## src/include/ip_source_consts.vh

```
`ifndef IP_SOURCE_CONSTS_VH
`define IP_SOURCE_CONSTS_VH

// switch bank bit positions (bit n is switch n)
`define SW_MODE_BIT      9
`define SW_BYTE_MSB      8
`define SW_BYTE_LSB      1
`define SW_PAT_MSB       4
// mode codes reported on mode_out
`define MODE_DEFAULT     3'h0
`define MODE_DIRECT      3'h1
`define MODE_DYN_SERVER  3'h2
`define MODE_BOOT_SERVER 3'h3
`define MODE_STORED      3'h4
`define MODE_ONE_TIME    3'h5
`define MODE_ERROR       3'h6
// switch 1..4 patterns with switch 9 on
`define PAT_DYN_SERVER   4'h1
`define PAT_BOOT_SERVER  4'h2
`define PAT_STORED       4'h4
`define PAT_ONE_TIME     4'h8
// default address set
`define DEF_IP           32'hC0A801FE
`define DEF_MASK         32'hFFFFFF00
`define DEF_GW           32'hC0A80101
// direct byte limits
`define LAST_BYTE_MIN    8'h01
`define LAST_BYTE_MAX    8'hFE
// upper three address bytes and power-up values of the address words
`define IP_HI_LSB        8
`define RST_WORD         32'h00000000
`define RST_BYTE         8'h00

`endif

```

## src/ip_address_source_select.v

```verilog
// Operation
// - Switches 3 and 9 on, 1, 2, 4 off selects the stored mode, addresses from nonvolatile memory.
// - With switch 9 on, switches 5 to 8 are ignored; switch 0 is always ignored.
// - One-time mode with flag clear asks the server and stores address, mask and gateway.
// - After that store the persistent flag is set.
// - One-time mode with flag set loads from nonvolatile memory and skips the server.
// - Any other mode at power-up clears the persistent flag.
// - One-time mode after the flag was cleared asks the server afresh.
// - Switches 4 and 9 on, 1, 2, 3 off selects the one-time mode.
// - Switch 9 off is direct setting; switches 1..8 form the last byte, switch 1 the LSB.
// - In direct setting the upper three bytes and mask/gateway come from the project store.
// - Switches 1 to 9 all off restores the default address set.
// - Switches are sampled once after power-up only.
// - Defaults are 192.168.1.254, mask 255.255.255.0, gateway 192.168.1.1.
// - Switches 1+9 select dynamic server, 2+9 select boot server.
// - Direct last byte 0 and 255 are invalid.
`timescale 1ns/1ps
`include "ip_source_consts.vh"

module ip_address_source_select (
  input  wire        core_clk_in,
  input  wire        nrst_in,
  input  wire [9:0]  sw_in,
  // nonvolatile memory: read returns stored set and flag one cycle later on nv_ack_in
  output reg         nv_rd_out,
  output reg         nv_wr_out,
  output reg  [31:0] nv_wr_ip_out,
  output reg  [31:0] nv_wr_mask_out,
  output reg  [31:0] nv_wr_gw_out,
  output reg         nv_flag_wr_out,
  output reg         nv_flag_val_out,
  input  wire        nv_ack_in,
  input  wire [31:0] nv_ip_in,
  input  wire [31:0] nv_mask_in,
  input  wire [31:0] nv_gw_in,
  input  wire        nv_flag_in,
  // address server exchange
  output reg         srv_req_out,
  input  wire        srv_rsp_in,
  input  wire [31:0] srv_ip_in,
  input  wire [31:0] srv_mask_in,
  input  wire [31:0] srv_gw_in,
  // results
  output reg  [2:0]  mode_out,
  output reg  [31:0] ip_out,
  output reg  [31:0] mask_out,
  output reg  [31:0] gw_out,
  output reg         addr_valid_out,
  output reg         cfg_err_out,
  output reg         done_out
);
  localparam ST_SAMPLE = 3'h0;
  localparam ST_NV_WT  = 3'h2;
  localparam ST_SRV    = 3'h3;
  localparam ST_STORE  = 3'h4;
  localparam ST_FLAG   = 3'h5;
  localparam ST_DONE   = 3'h6;

  wire [2:0] dec_mode;
  reg  [2:0] state_reg;
  reg  [2:0] state_next;
  reg  [7:0] last_byte_reg;

  mode_decode u_dec (
    .sw_in    (sw_in),
    .mode_out (dec_mode)
  );

  function byte_ok;
    input [7:0] b;
    begin
      byte_ok = (b >= `LAST_BYTE_MIN) && (b <= `LAST_BYTE_MAX);
    end
  endfunction

  // the one-time dynamic mode is the only one that keeps the flag
  function is_one_time;
    input [2:0] m;
    begin
      is_one_time = (m == `MODE_ONE_TIME);
    end
  endfunction

  // one pass per power-up; nothing leaves ST_DONE until the next reset
  always @* begin
    state_next = state_reg;
    case (state_reg)
      ST_SAMPLE: begin
        case (dec_mode)
          `MODE_DEFAULT, `MODE_ERROR: begin
            state_next = ST_FLAG;
          end
          `MODE_DYN_SERVER, `MODE_BOOT_SERVER: begin
            state_next = ST_SRV;
          end
          default: begin
            state_next = ST_NV_WT;
          end
        endcase
      end
      ST_NV_WT: begin
        if (nv_ack_in) begin
          if (!is_one_time(mode_out))
            state_next = ST_FLAG;
          else if (nv_flag_in)
            state_next = ST_DONE;
          else
            state_next = ST_SRV;
        end
      end
      ST_SRV: begin
        if (srv_rsp_in)
          state_next = is_one_time(mode_out) ? ST_STORE : ST_FLAG;
      end
      ST_STORE: begin
        state_next = ST_DONE;
      end
      ST_FLAG: begin
        state_next = ST_DONE;
      end
      ST_DONE: begin
        state_next = ST_DONE;
      end
      default: begin
        state_next = ST_DONE;
      end
    endcase
  end

  always @(posedge core_clk_in or negedge nrst_in) begin
    if (!nrst_in) begin
      state_reg       <= ST_SAMPLE;
      last_byte_reg   <= `RST_BYTE;
      mode_out        <= `MODE_DEFAULT;
      ip_out          <= `RST_WORD;
      mask_out        <= `RST_WORD;
      gw_out          <= `RST_WORD;
      addr_valid_out  <= 1'b0;
      cfg_err_out     <= 1'b0;
      done_out        <= 1'b0;
      nv_rd_out       <= 1'b0;
      nv_wr_out       <= 1'b0;
      nv_wr_ip_out    <= `RST_WORD;
      nv_wr_mask_out  <= `RST_WORD;
      nv_wr_gw_out    <= `RST_WORD;
      nv_flag_wr_out  <= 1'b0;
      nv_flag_val_out <= 1'b0;
      srv_req_out     <= 1'b0;
    end else begin
      state_reg      <= state_next;
      nv_rd_out      <= 1'b0;
      nv_wr_out      <= 1'b0;
      nv_flag_wr_out <= 1'b0;
      case (state_reg)
        ST_SAMPLE: begin
          // the only cycle the switches are looked at
          mode_out      <= dec_mode;
          last_byte_reg <= sw_in[`SW_BYTE_MSB:`SW_BYTE_LSB];
          case (dec_mode)
            `MODE_DEFAULT: begin
              ip_out         <= `DEF_IP;
              mask_out       <= `DEF_MASK;
              gw_out         <= `DEF_GW;
              addr_valid_out <= 1'b1;
            end
            `MODE_ERROR: begin
              cfg_err_out <= 1'b1;
            end
            `MODE_DYN_SERVER, `MODE_BOOT_SERVER: begin
              srv_req_out <= 1'b1;
            end
            default: begin
              nv_rd_out <= 1'b1;
            end
          endcase
        end
        ST_NV_WT: begin
          if (nv_ack_in) begin
            if (is_one_time(mode_out) && !nv_flag_in) begin
              srv_req_out <= 1'b1;
            end else begin
              mask_out <= nv_mask_in;
              gw_out   <= nv_gw_in;
              if (mode_out == `MODE_DIRECT) begin
                ip_out         <= {nv_ip_in[31:`IP_HI_LSB], last_byte_reg};
                addr_valid_out <= byte_ok(last_byte_reg);
                cfg_err_out    <= !byte_ok(last_byte_reg);
              end else begin
                ip_out         <= nv_ip_in;
                addr_valid_out <= 1'b1;
              end
            end
          end
        end
        ST_SRV: begin
          if (srv_rsp_in) begin
            srv_req_out    <= 1'b0;
            ip_out         <= srv_ip_in;
            mask_out       <= srv_mask_in;
            gw_out         <= srv_gw_in;
            addr_valid_out <= 1'b1;
            if (is_one_time(mode_out)) begin
              nv_wr_out      <= 1'b1;
              nv_wr_ip_out   <= srv_ip_in;
              nv_wr_mask_out <= srv_mask_in;
              nv_wr_gw_out   <= srv_gw_in;
            end
          end
        end
        ST_STORE: begin
          // flag only after the address set is written
          nv_flag_wr_out  <= 1'b1;
          nv_flag_val_out <= 1'b1;
        end
        ST_FLAG: begin
          nv_flag_wr_out  <= 1'b1;
          nv_flag_val_out <= 1'b0;
        end
        ST_DONE: begin
          done_out <= 1'b1;
        end
        default: done_out <= 1'b0;
      endcase
    end
  end
endmodule // ip_address_source_select

```

## src/mode_decode.v

```verilog
`timescale 1ns/1ps
`include "ip_source_consts.vh"

module mode_decode (
  input  wire [9:0] sw_in,
  output reg  [2:0] mode_out
);
  always @* begin
    if (!sw_in[`SW_MODE_BIT]) begin
      if (sw_in[`SW_BYTE_MSB:`SW_BYTE_LSB] == 8'h00)
        mode_out = `MODE_DEFAULT;
      else
        mode_out = `MODE_DIRECT;
    end else begin
      // switches 5..8 and switch 0 are not looked at here
      case (sw_in[`SW_PAT_MSB:`SW_BYTE_LSB])
        `PAT_DYN_SERVER:  mode_out = `MODE_DYN_SERVER;
        `PAT_BOOT_SERVER: mode_out = `MODE_BOOT_SERVER;
        `PAT_STORED:      mode_out = `MODE_STORED;
        `PAT_ONE_TIME:    mode_out = `MODE_ONE_TIME;
        default:          mode_out = `MODE_ERROR;
      endcase
    end
  end
endmodule // mode_decode

```

## config.mk

```make
export PLATFORM = sky130hd
export DESIGN_NAME = ip_address_source_select
export DESIGN_NICKNAME = d
export VERILOG_FILES = /design/src/ip_address_source_select.v /design/src/mode_decode.v
export VERILOG_INCLUDE_DIRS = /design/src /design/src/include
export SDC_FILE = /design/constraint.sdc
export NUM_CORES = 1
export LEC_CHECK = 0
export BUFFER_PORTS_ARGS = -buffer_cell sky130_fd_sc_hd__buf_2
export CORE_AREA = 2 2 159 161
export DETAILED_ROUTE_END_ITERATION = 12
export DIE_AREA = 0 0 161 163
export PLACE_DENSITY = 0.73
export SYNTH_ARGS = -nofsm -noshare
export SYNTH_HDL_FRONTEND = slang
export SYNTH_SLANG_ARGS = --single-unit
```

## constraint.sdc

```tcl
create_clock -name core_clk_in -period 2 [get_ports core_clk_in]
set_input_delay 0.4 -clock core_clk_in [delete_from_list [all_inputs] [get_ports core_clk_in]]
set_output_delay 0.4 -clock core_clk_in [all_outputs]
set_load 0.05 [all_outputs]
```

==> impl_metrics.json, run 1 <==
{
  "fin_ws_ps": -19.4,
  "yosys_warnings": 0,
  "area_delta_synth_final_pct": 39.5,
  "whs_ps": 114,
  "fp.dieArea_um2": 26200,
  "crit_buf_inv": 4,
  "fp.dieH_um": 163,
  "syn_area_per_cell_um2": 12.9,
  "core_area_um2": 24700,
  "crit_end": "nv_wr_ip_out[2]",
  "synthFlopType": "dfrtp_1",
  "cp_cell_sequence": "buf_6, nand4b_1, buf_4, nor2_4, buf_12, buf_6, mux2_2",
  "worstPathRequired_ps": 2400,
  "path_max_fanout": 12,
  "clock-root-buffer": "clkbuf_16",
  "cts-buffers-inserted": 24,
  "cpLargestDelayFamily": "buffers and inverters",
  "cts.path.max_buffers": 3,
  "io_pins": 410,
  "clk_latency_ps": 510,
  "status": "complete, but fails checks",
  "synth_edf_count": 0,
  "ys_top_cells_by_count": "dfrtp_1, mux2_2, mux2i_1",
  "grt_pass1_vias": 8303,
  "synth_top_cell_area_share_pct": 53.1,
  "period_minus_slack_ps": 2020,
  "finClkSkew_ps": 8.26,
  "first_iter_violations": 385,
  "drt.antenna.violating_nets": 0,
  "antenna_found_initial": 1,
  "place_congestion": 0.827,
  "peakVddDrop_v": 0.000761,
  "post-route-period-util_pct": 101,
  "cts.clk_slew.worst_paths_ps": 60,
  "crit_path_frequent_cell": "buf_6",
  "path_class": "flop to flop",
  "gr-usage-all-layers_pct": 22.0,
  "start_kind": "flop",
  "post_drt_wl_per_cell_um": 20.3,
  "rows": 58,
  "relSlewSlack_pct": 58.8,
  "synthesis.area_um2": 10100,
  "cts_tree": "done",
  "syn_inst": 784,
  "violations": "negative setup slack",
  "seq_area_um2": 5360,
  "synth.distinct_cells": 48,
  "multi_input_area_um2": 4510,
  "worstMarginPinSlew_ps": 618,
  "placed_cell_area_um2": 12700,
  "drv_cap": 0,
  "seq_area_frac_synth_pct": 53.1,
  "hold_path.class": "input pin to flop",
  "power_density_nw_per_um2": 1160,
  "grt_overflow": 0,
  "n_fill_cell": 2052,
  "critPathLaunch": "state_reg[2]",
  "nets": 1418,
  "io_buffers": 408,
  "r2r_start": "state_reg[2]",
  "vias_per_cell": 5.22,
  "crit_cells": 7,
  "p_leak_uw": 0.00686,
  "drive_gt1_share_pct": 55.3,
  "maxSlewViolCount": 0,
  "slowest_delay_ps": 390,
  "grt_max_degree": 74,
  "async_reset_ff_share_pct": 100,
  "synth_area_leader_cell": "dfrtp_1",
  "ys_top_cells_by_area": "dfrtp_1, mux2_2, mux2i_1",
  "drc": 0,
  "clock_sinks": 214,
  "fmax_mhz": 495,
  "hpwl_um": 21100,
  "die_x_um": 161,
  "yosysMostFrequentCell": "dfrtp_1",
  "r2r_cells": 7,
  "synth_seq_cells": 214,
  "dr.pass1.iters": 4,
  "finalSetupViolations": 25,
  "worstReg2RegEnd": "nv_wr_ip_out[2]",
  "p_total_uw": 16300,
  "routed_wl_um": 31700,
  "synth_fp_nets": 991,
  "initial_core_util_pct": 40.9,
  "rsz0062_at_grt": "true",
  "crit_arrival_ps": 2420,
  "final_cell_area_um2": 14100,
  "hold_viol_final": 0,
  "num_vias": 8147,
  "end_kind": "flop",
  "grt_pass1_wl_um": 46000,
  "reg2reg_slack_ps": -20,
  "cp_slowest_cell": "dfrtp_1",
  "cts_max_level": 1
}
-- worst reg2reg max path, stage by stage (launching register included) --
cell      delay [ps]
dfrtp_1          390
buf_6            160
nand4b_1         260
buf_4            200
nor2_4           110
buf_12           170
buf_6            240
mux2_2           380
-- per-layer routing --
metal	track usage, %	share of wire, %	up-vias
met3	3.69	5.9	74
met2	38.1	50	342
met1	28.0	41	4041
met5	0	0	-
li1	-	-	3690
met4	7.91	3.2	0
-- area by class of cell --
cell class,count,area share [%]
clock inverter,18,2.02
antenna,1,0.0178
tap,330,2.93
sequential,214,38.1
clock buffer,26,4.54
multi-input combinational,501,32.1
inverter,5,0.133
timing repair buffer,465,20.2
-- worst min path at each step --
stage / endpoint / slack [ps] / startpoint / cells past startpoint
4_1_cts: last_byte_reg[4] / 90 / sw_in[5] / 3
3_5_place_dp: nv_wr_mask_out[26] / 380 / nrst_in / 1
2_1_floorplan: addr_valid_out / 100 / nrst_in / 0
6_report: last_byte_reg[4] / 110 / sw_in[5] / 3
3_3_place_gp: nv_wr_mask_out[25] / 380 / nrst_in / 1
5_1_grt: last_byte_reg[4] / 100 / sw_in[5] / 3
-- what timing repair did --
action / in CTS / in global routing
hold buffers: 1 / 0
hold endpoints to repair: 48 / 0
pin swaps: 2 / 3
gates resized for setup: 8 / 37
endpoints found under the setup margin: 76 / 149
setup buffers: 5 / 2
gates cloned: 5 / 5
-- through the flow --
step	util (%)	TNS [ps]	setup slack (ps)	std cells
final	57.0	-253	-19.4	1560
after floorplan	-	-9630	-122	784
after CTS	56.1	-673	-27.3	1554
after global routing	57.0	-4990	-78.2	1560
after detailed placement	51.4	-32330	-415	1499
after global placement	51.4	-29770	-387	1499
-- cells by family (layout without fill, tap and decap cells) --
family,after synthesis,after routing,share of synthesized area [%]
AOI/OAI and AO/OA,69,69,4.96
other,0,1,0
xor gates and xnor gates,3,3,0.260
DFF,214,214,53.1
and+or+nand+nor,183,183,9.45
buffers and inverters,69,514,3.83
muxes,246,246,28.4
-- placed cells by master (no fill, tap or decap), types with 3 or more instances in the layout --
cell type,n
dfrtp_2,3
mux2_2,69
nor4_1,3
bufinv_16,7
nand2b_1,4
nand4_1,47
nand3b_1,16
nor2_1,57
inv_1,5
buf_6,7
buf_2,407
o21a_1,37
buf_12,11
o21ai_0,9
a31oi_1,4
buf_4,28
mux2_4,85
nand2_1,35
a21oi_1,3
buf_16,5
nor3_1,3
clkbuf_16,29
mux2i_1,91
dfrtp_1,210
clkinv_2,6
-- power by group --
group | switching (uW) | internal (uW) | total, uW | leakage, uW
combinational | 3810 | 1680 | 5490 | 0.00370
clock | 1860 | 3230 | 5080 | 0.000452
sequential | 560 | 5160 | 5720 | 0.00271
total | 6220 | 10100 | 16300 | 0.00686
Note: power is estimated with default switching activity, not from simulation.
==> run 2: changes to the inputs <==
--- a/config.mk
+++ b/config.mk
@@ -7,9 +7,10 @@
 export NUM_CORES = 1
 export LEC_CHECK = 0
 export BUFFER_PORTS_ARGS = -buffer_cell sky130_fd_sc_hd__buf_2
-export CORE_AREA = 2 2 159 161
+export CORE_AREA = 2 2 158 160
+export CTS_BUF_LIST = sky130_fd_sc_hd__clkbuf_4 sky130_fd_sc_hd__clkbuf_8
 export DETAILED_ROUTE_END_ITERATION = 12
-export DIE_AREA = 0 0 161 163
+export DIE_AREA = 0 0 160 162
 export PLACE_DENSITY = 0.73
 export SYNTH_ARGS = -nofsm -noshare
 export SYNTH_HDL_FRONTEND = slang
==> run 2 against run 1 <==
Net effect:
- the flow still finishes with violations (negative setup slack)
- clock power down 12%
- count of clock-buffer cells in the layout up 31
- routed wire length down 1.6%
- first-iteration DRC count up 1.0%
- cell area down 0.95%
- setup slack better by 15 ps
- critical path type unchanged
==> impl_metrics.json, run 2 (same netlist as run 1, synthesis figures left out) <==
{
  "final_common_cell": "buf_2",
  "finalSetupViolations": 3,
  "worstHoldEndpoint": "srv_req_out",
  "end_kind": "flop",
  "final_cell_mix": "buf_2, dfrtp_1, mux2i_1",
  "worstMarginPinSlew_ps": 698,
  "grt_pass1_vias": 8496,
  "r2r_start": "state_reg[0]",
  "path_max_fanout": 9,
  "hpwl_um": 21500,
  "r2r_cells": 5,
  "hold_path.class": "input pin to flop",
  "area_delta_synth_final_pct": 38.2,
  "hold_start": "srv_rsp_in",
  "drive_gt1_share_pct": 56.4,
  "reg2reg_slack_ps": -4,
  "worstReg2RegEnd": "gw_out[13]",
  "worstHoldPathCells": 2,
  "place_congestion": 0.837,
  "drc": 0,
  "rsz0062_at_grt": "true",
  "drt.antenna.violating_nets": 0,
  "antenna_found_initial": 2,
  "final_cells": 1581,
  "post_drt_wl_per_cell_um": 19.7,
  "vias_per_cell": 5.19,
  "io_pins": 410,
  "grt_overflow": 0,
  "multi_input_area_um2": 4480,
  "first_iter_violations": 389,
  "hold_viol_final": 0,
  "clock-root-buffer": "clkbuf_8",
  "cts.clk_slew.worst_paths_ps": 60,
  "drv_cap": 0,
  "nets": 1437,
  "dr.pass1.iters": 4,
  "core_area_um2": 24100,
  "fp.dieH_um": 162,
  "place_inst": 1498,
  "fp.dieArea_um2": 25900,
  "place_worst_setup_slack_ps": -442,
  "worstPathRequired_ps": 2390,
  "cts-buffers-inserted": 38,
  "fin_ws_ps": -4.25,
  "gr-usage-all-layers_pct": 22.6,
  "fmax_mhz": 499,
  "start_kind": "flop",
  "rows": 57,
  "cts_tree": "done",
  "peakVddDrop_v": 0.000653,
  "violations": "negative setup slack",
  "status": "complete, but fails checks",
  "period_minus_slack_ps": 2000,
  "cts.path.max_buffers": 3,
  "routed_wl_um": 31200,
  "crit_arrival_ps": 2400,
  "path_class": "flop to flop",
  "cts_max_level": 2,
  "io_buffers": 408,
  "n_fill_cell": 2036,
  "seq_area_um2": 5360,
  "grt_pass1_wl_um": 46500,
  "p_leak_uw": 0.00684,
  "die_x_um": 160,
  "maxSlewViolCount": 0,
  "clock_sinks": 214,
  "grt_max_degree": 61,
  "initial_core_util_pct": 41.9,
  "relSlewSlack_pct": 53.4,
  "num_vias": 8212,
  "post-route-period-util_pct": 100,
  "finClkSkew_ps": 24.8,
  "clk_latency_ps": 520,
  "power_density_nw_per_um2": 1120
}
[run 2: cell count changes in the layout (fill, tap and decap cells not counted), sizes merged]
cell | before | now
clkbuf | 30 | 61
buf | 459 | 464
bufinv | 7 | 2
clkinv | 8 | 6
bufbuf | 1 | 0
clkinvlp | 2 | 1
inv | 6 | 5
o211a | 2 | 3
[run 2: layout make-up]
| class | count | share of cell area (%) |
|---|---|---|
| Clock buffer | 57 | 5.40 |
| Tap cell | 324 | 2.91 |
| Timing Repair Buffer | 469 | 20.2 |
| Sequential cell | 214 | 38.5 |
| Multi-Input combinational cell | 502 | 32.2 |
| Antenna cell | 1 | 0.0180 |
| Clock inverter | 9 | 0.700 |
| Inverter | 5 | 0.135 |
[run 2: routing by layer]
metal	global-route usage, %	vias up	wire length [um]
met4	7.90	2	807
li1	-	3725	-
met2	40.3	339	15900
met1	27.0	4090	12400
met3	5.01	56	2020
met5	0	-	13
[run 2: through the flow]
step	power (uW)	hold slack [ps]	setup TNS (ps)	area, um2	util, %
final	15700	112	-7.31	13900	57.8
after global routing	16300	79.6	-2230	13900	57.8
after CTS	15800	73.9	-211	13700	56.7
after detailed placement	11200	381	-34680	12700	52.6
after global placement	11100	386	-35730	12700	52.6
after floorplan	9570	104	-9630	10100	-
[run 2: how the worst max path moves through the flow]
stage	endpoint	slack, ps	cells after the start	start
final	gw_out[13]	-4	5	state_reg[0]
after global routing	gw_out[9]	-60	6	state_reg[2]
after CTS	ip_out[27]	-30	5	state_reg[0]
after detailed placement	ip_out[27]	-440	6	sw_in[6]
after global placement	ip_out[27]	-450	6	sw_in[6]
after floorplan	ip_out[27]	-120	6	mode_out[1]
[run 2: what timing repair did]
item / in CTS / in global routing
pin swaps: 2 / 1
cloned: 3 / 6
hold buffers: 1 / 0
setup endpoints to repair: 174 / 139
resized for setup: 10 / 27
setup buffers: 2 / 4
hold endpoints to repair: 53 / 0
[run 2: report_power, final]
part           total (uW)  switching [uW]  internal [uW]
logic                5500            3820           1680
registers            5710             547           5160
clock network        4460            1800           2660
[run 2: critical path, stage by stage (launching register included)]
cell and delay [ps]:
dfrtp_4 490, buf_6 140, o31ai_4 330, o211a_4 390, clkbuf_16 230, mux2_4 300
==> run 3: changes to the inputs <==
--- a/config.mk
+++ b/config.mk
@@ -12,6 +12,7 @@
 export DETAILED_ROUTE_END_ITERATION = 12
 export DIE_AREA = 0 0 160 162
 export PLACE_DENSITY = 0.73
+export SKIP_CTS_REPAIR_TIMING = 1
 export SYNTH_ARGS = -nofsm -noshare
 export SYNTH_HDL_FRONTEND = slang
 export SYNTH_SLANG_ARGS = --single-unit
==> run 3 against run 2 <==
Net effect:
- the run still ends with negative setup slack left
- register-to-register slack lost 30 ps
- cell area shrank 0.26%
- non-clock buffer count grew 2
- total power is essentially flat
- largest power group unchanged
- highest routed layer unchanged
==> impl_metrics.json, run 3 (same netlist as run 1, synthesis figures left out) <==
{
  "status": "complete, but fails checks",
  "violations": "negative setup slack",
  "drv_cap": 0,
  "rows": 57,
  "die_x_um": 160,
  "multi_input_area_um2": 4450,
  "rsz0062_at_grt": "true",
  "nets": 1440,
  "cts_tree": "done",
  "period_minus_slack_ps": 2030,
  "area_delta_synth_final_pct": 37.8,
  "grt_max_degree": 61,
  "seq_area_um2": 5360,
  "finalSetupViolations": 33,
  "r2r_cells": 5,
  "final_cells": 1584,
  "start_kind": "flop",
  "final_cell_mix": "buf_2, dfrtp_1, mux2_2",
  "relSlewSlack_pct": 53.9,
  "power_density_nw_per_um2": 1130,
  "fp.dieH_um": 162,
  "path_max_fanout": 10,
  "place_congestion": 0.837,
  "post-route-period-util_pct": 102,
  "peakVddDrop_v": 0.000655,
  "gr-usage-all-layers_pct": 22.2,
  "fp.dieArea_um2": 25900,
  "grt_pass1_wl_um": 45800,
  "grt_overflow": 0,
  "fin_ws_ps": -33.1,
  "place_worst_setup_slack_ps": -442,
  "hold_viol_final": 0,
  "drive_gt1_share_pct": 56.5,
  "dr.pass1.iters": 4,
  "first_iter_violations": 363,
  "finClkSkew_ps": 23.1,
  "clk_latency_ps": 520,
  "routed_wl_um": 31200,
  "core_area_um2": 24100,
  "cts_max_level": 2,
  "post_drt_wl_per_cell_um": 19.7,
  "p_total_uw": 15700,
  "n_fill_cell": 2049,
  "final_common_cell": "buf_2",
  "io_buffers": 408,
  "crit_arrival_ps": 2420,
  "drt.antenna.violating_nets": 0,
  "whs_ps": 109,
  "antenna_found_initial": 2,
  "final_cell_area_um2": 13900,
  "place_inst": 1498,
  "io_pins": 410,
  "vias_per_cell": 5.21,
  "clock-root-buffer": "clkbuf_8",
  "cts.path.max_buffers": 3,
  "cts.clk_slew.worst_paths_ps": 60,
  "worstHoldPathCells": 2,
  "initial_core_util_pct": 41.9,
  "end_kind": "flop",
  "cts-buffers-inserted": 38,
  "path_class": "flop to flop",
  "p_leak_uw": 0.00683,
  "worstMarginPinSlew_ps": 692,
  "num_vias": 8256,
  "drc": 0,
  "hpwl_um": 21500,
  "worstPathRequired_ps": 2390,
  "clock_sinks": 214,
  "grt_pass1_vias": 8432,
  "hold_path.class": "input pin to flop",
  "fmax_mhz": 492,
  "placed_cell_area_um2": 12700,
  "maxSlewViolCount": 0
}
-- run 3: worst paths after layout --
path / slack (ps) / endpoint / startpoint
max in group asynchronous: 890 / ip_out[10] / nrst_in
hold reg to reg: 480 / ip_out[21] / ip_out[21]
min in group asynchronous: 440 / nv_wr_mask_out[27] / nrst_in
hold / removal: 110 / srv_req_out / srv_rsp_in
setup reg to reg: -30 / ip_out[14] / state_reg[0]
setup / recovery: -30 / ip_out[14] / state_reg[0]
-- run 3: critical path, cell delays in order, from the launching register on --
cell       delay [ps]
dfrtp_4           490
buf_6             140
or3_4             410
o211a_4           350
clkbuf_16         200
mux2_4            300
-- run 3: layer usage --
metal / share of wire, % / track usage (%) / vias up / wire length (um)
met4: 2.9 / 8.31 / 2 / 896
met3: 6.6 / 5.03 / 59 / 2070
met1: 40 / 26.5 / 4111 / 12500
met5: 0.045 / 0 / - / 14
li1: - / - / 3739 / -
met2: 50 / 39.2 / 345 / 15700
-- run 3: report_power, final --
| group | internal, uW | total, uW | switching, uW |
|---|---|---|---|
| Clock | 2660 | 4460 | 1800 |
| Combinational | 1690 | 5510 | 3820 |
| Sequential | 5160 | 5700 | 540 |
-- run 3: cell type report --
cell class	instances	area share, %
inverter	5	0.135
sequential	214	38.6
timing repair buffer	471	20.2
tap	324	2.92
antenna	1	0.0180
clock inverter	9	0.702
multi-input combinational	503	32.0
clock buffer	57	5.42
-- run 3: metrics by stage --
step | setup TNS [ps] | util, %
after floorplan | -9630 | -
after global placement | -35730 | 52.6
after detailed placement | -34680 | 52.6
after CTS | -11370 | 56.1
after global routing | -4240 | 57.7
final | -482 | 57.7
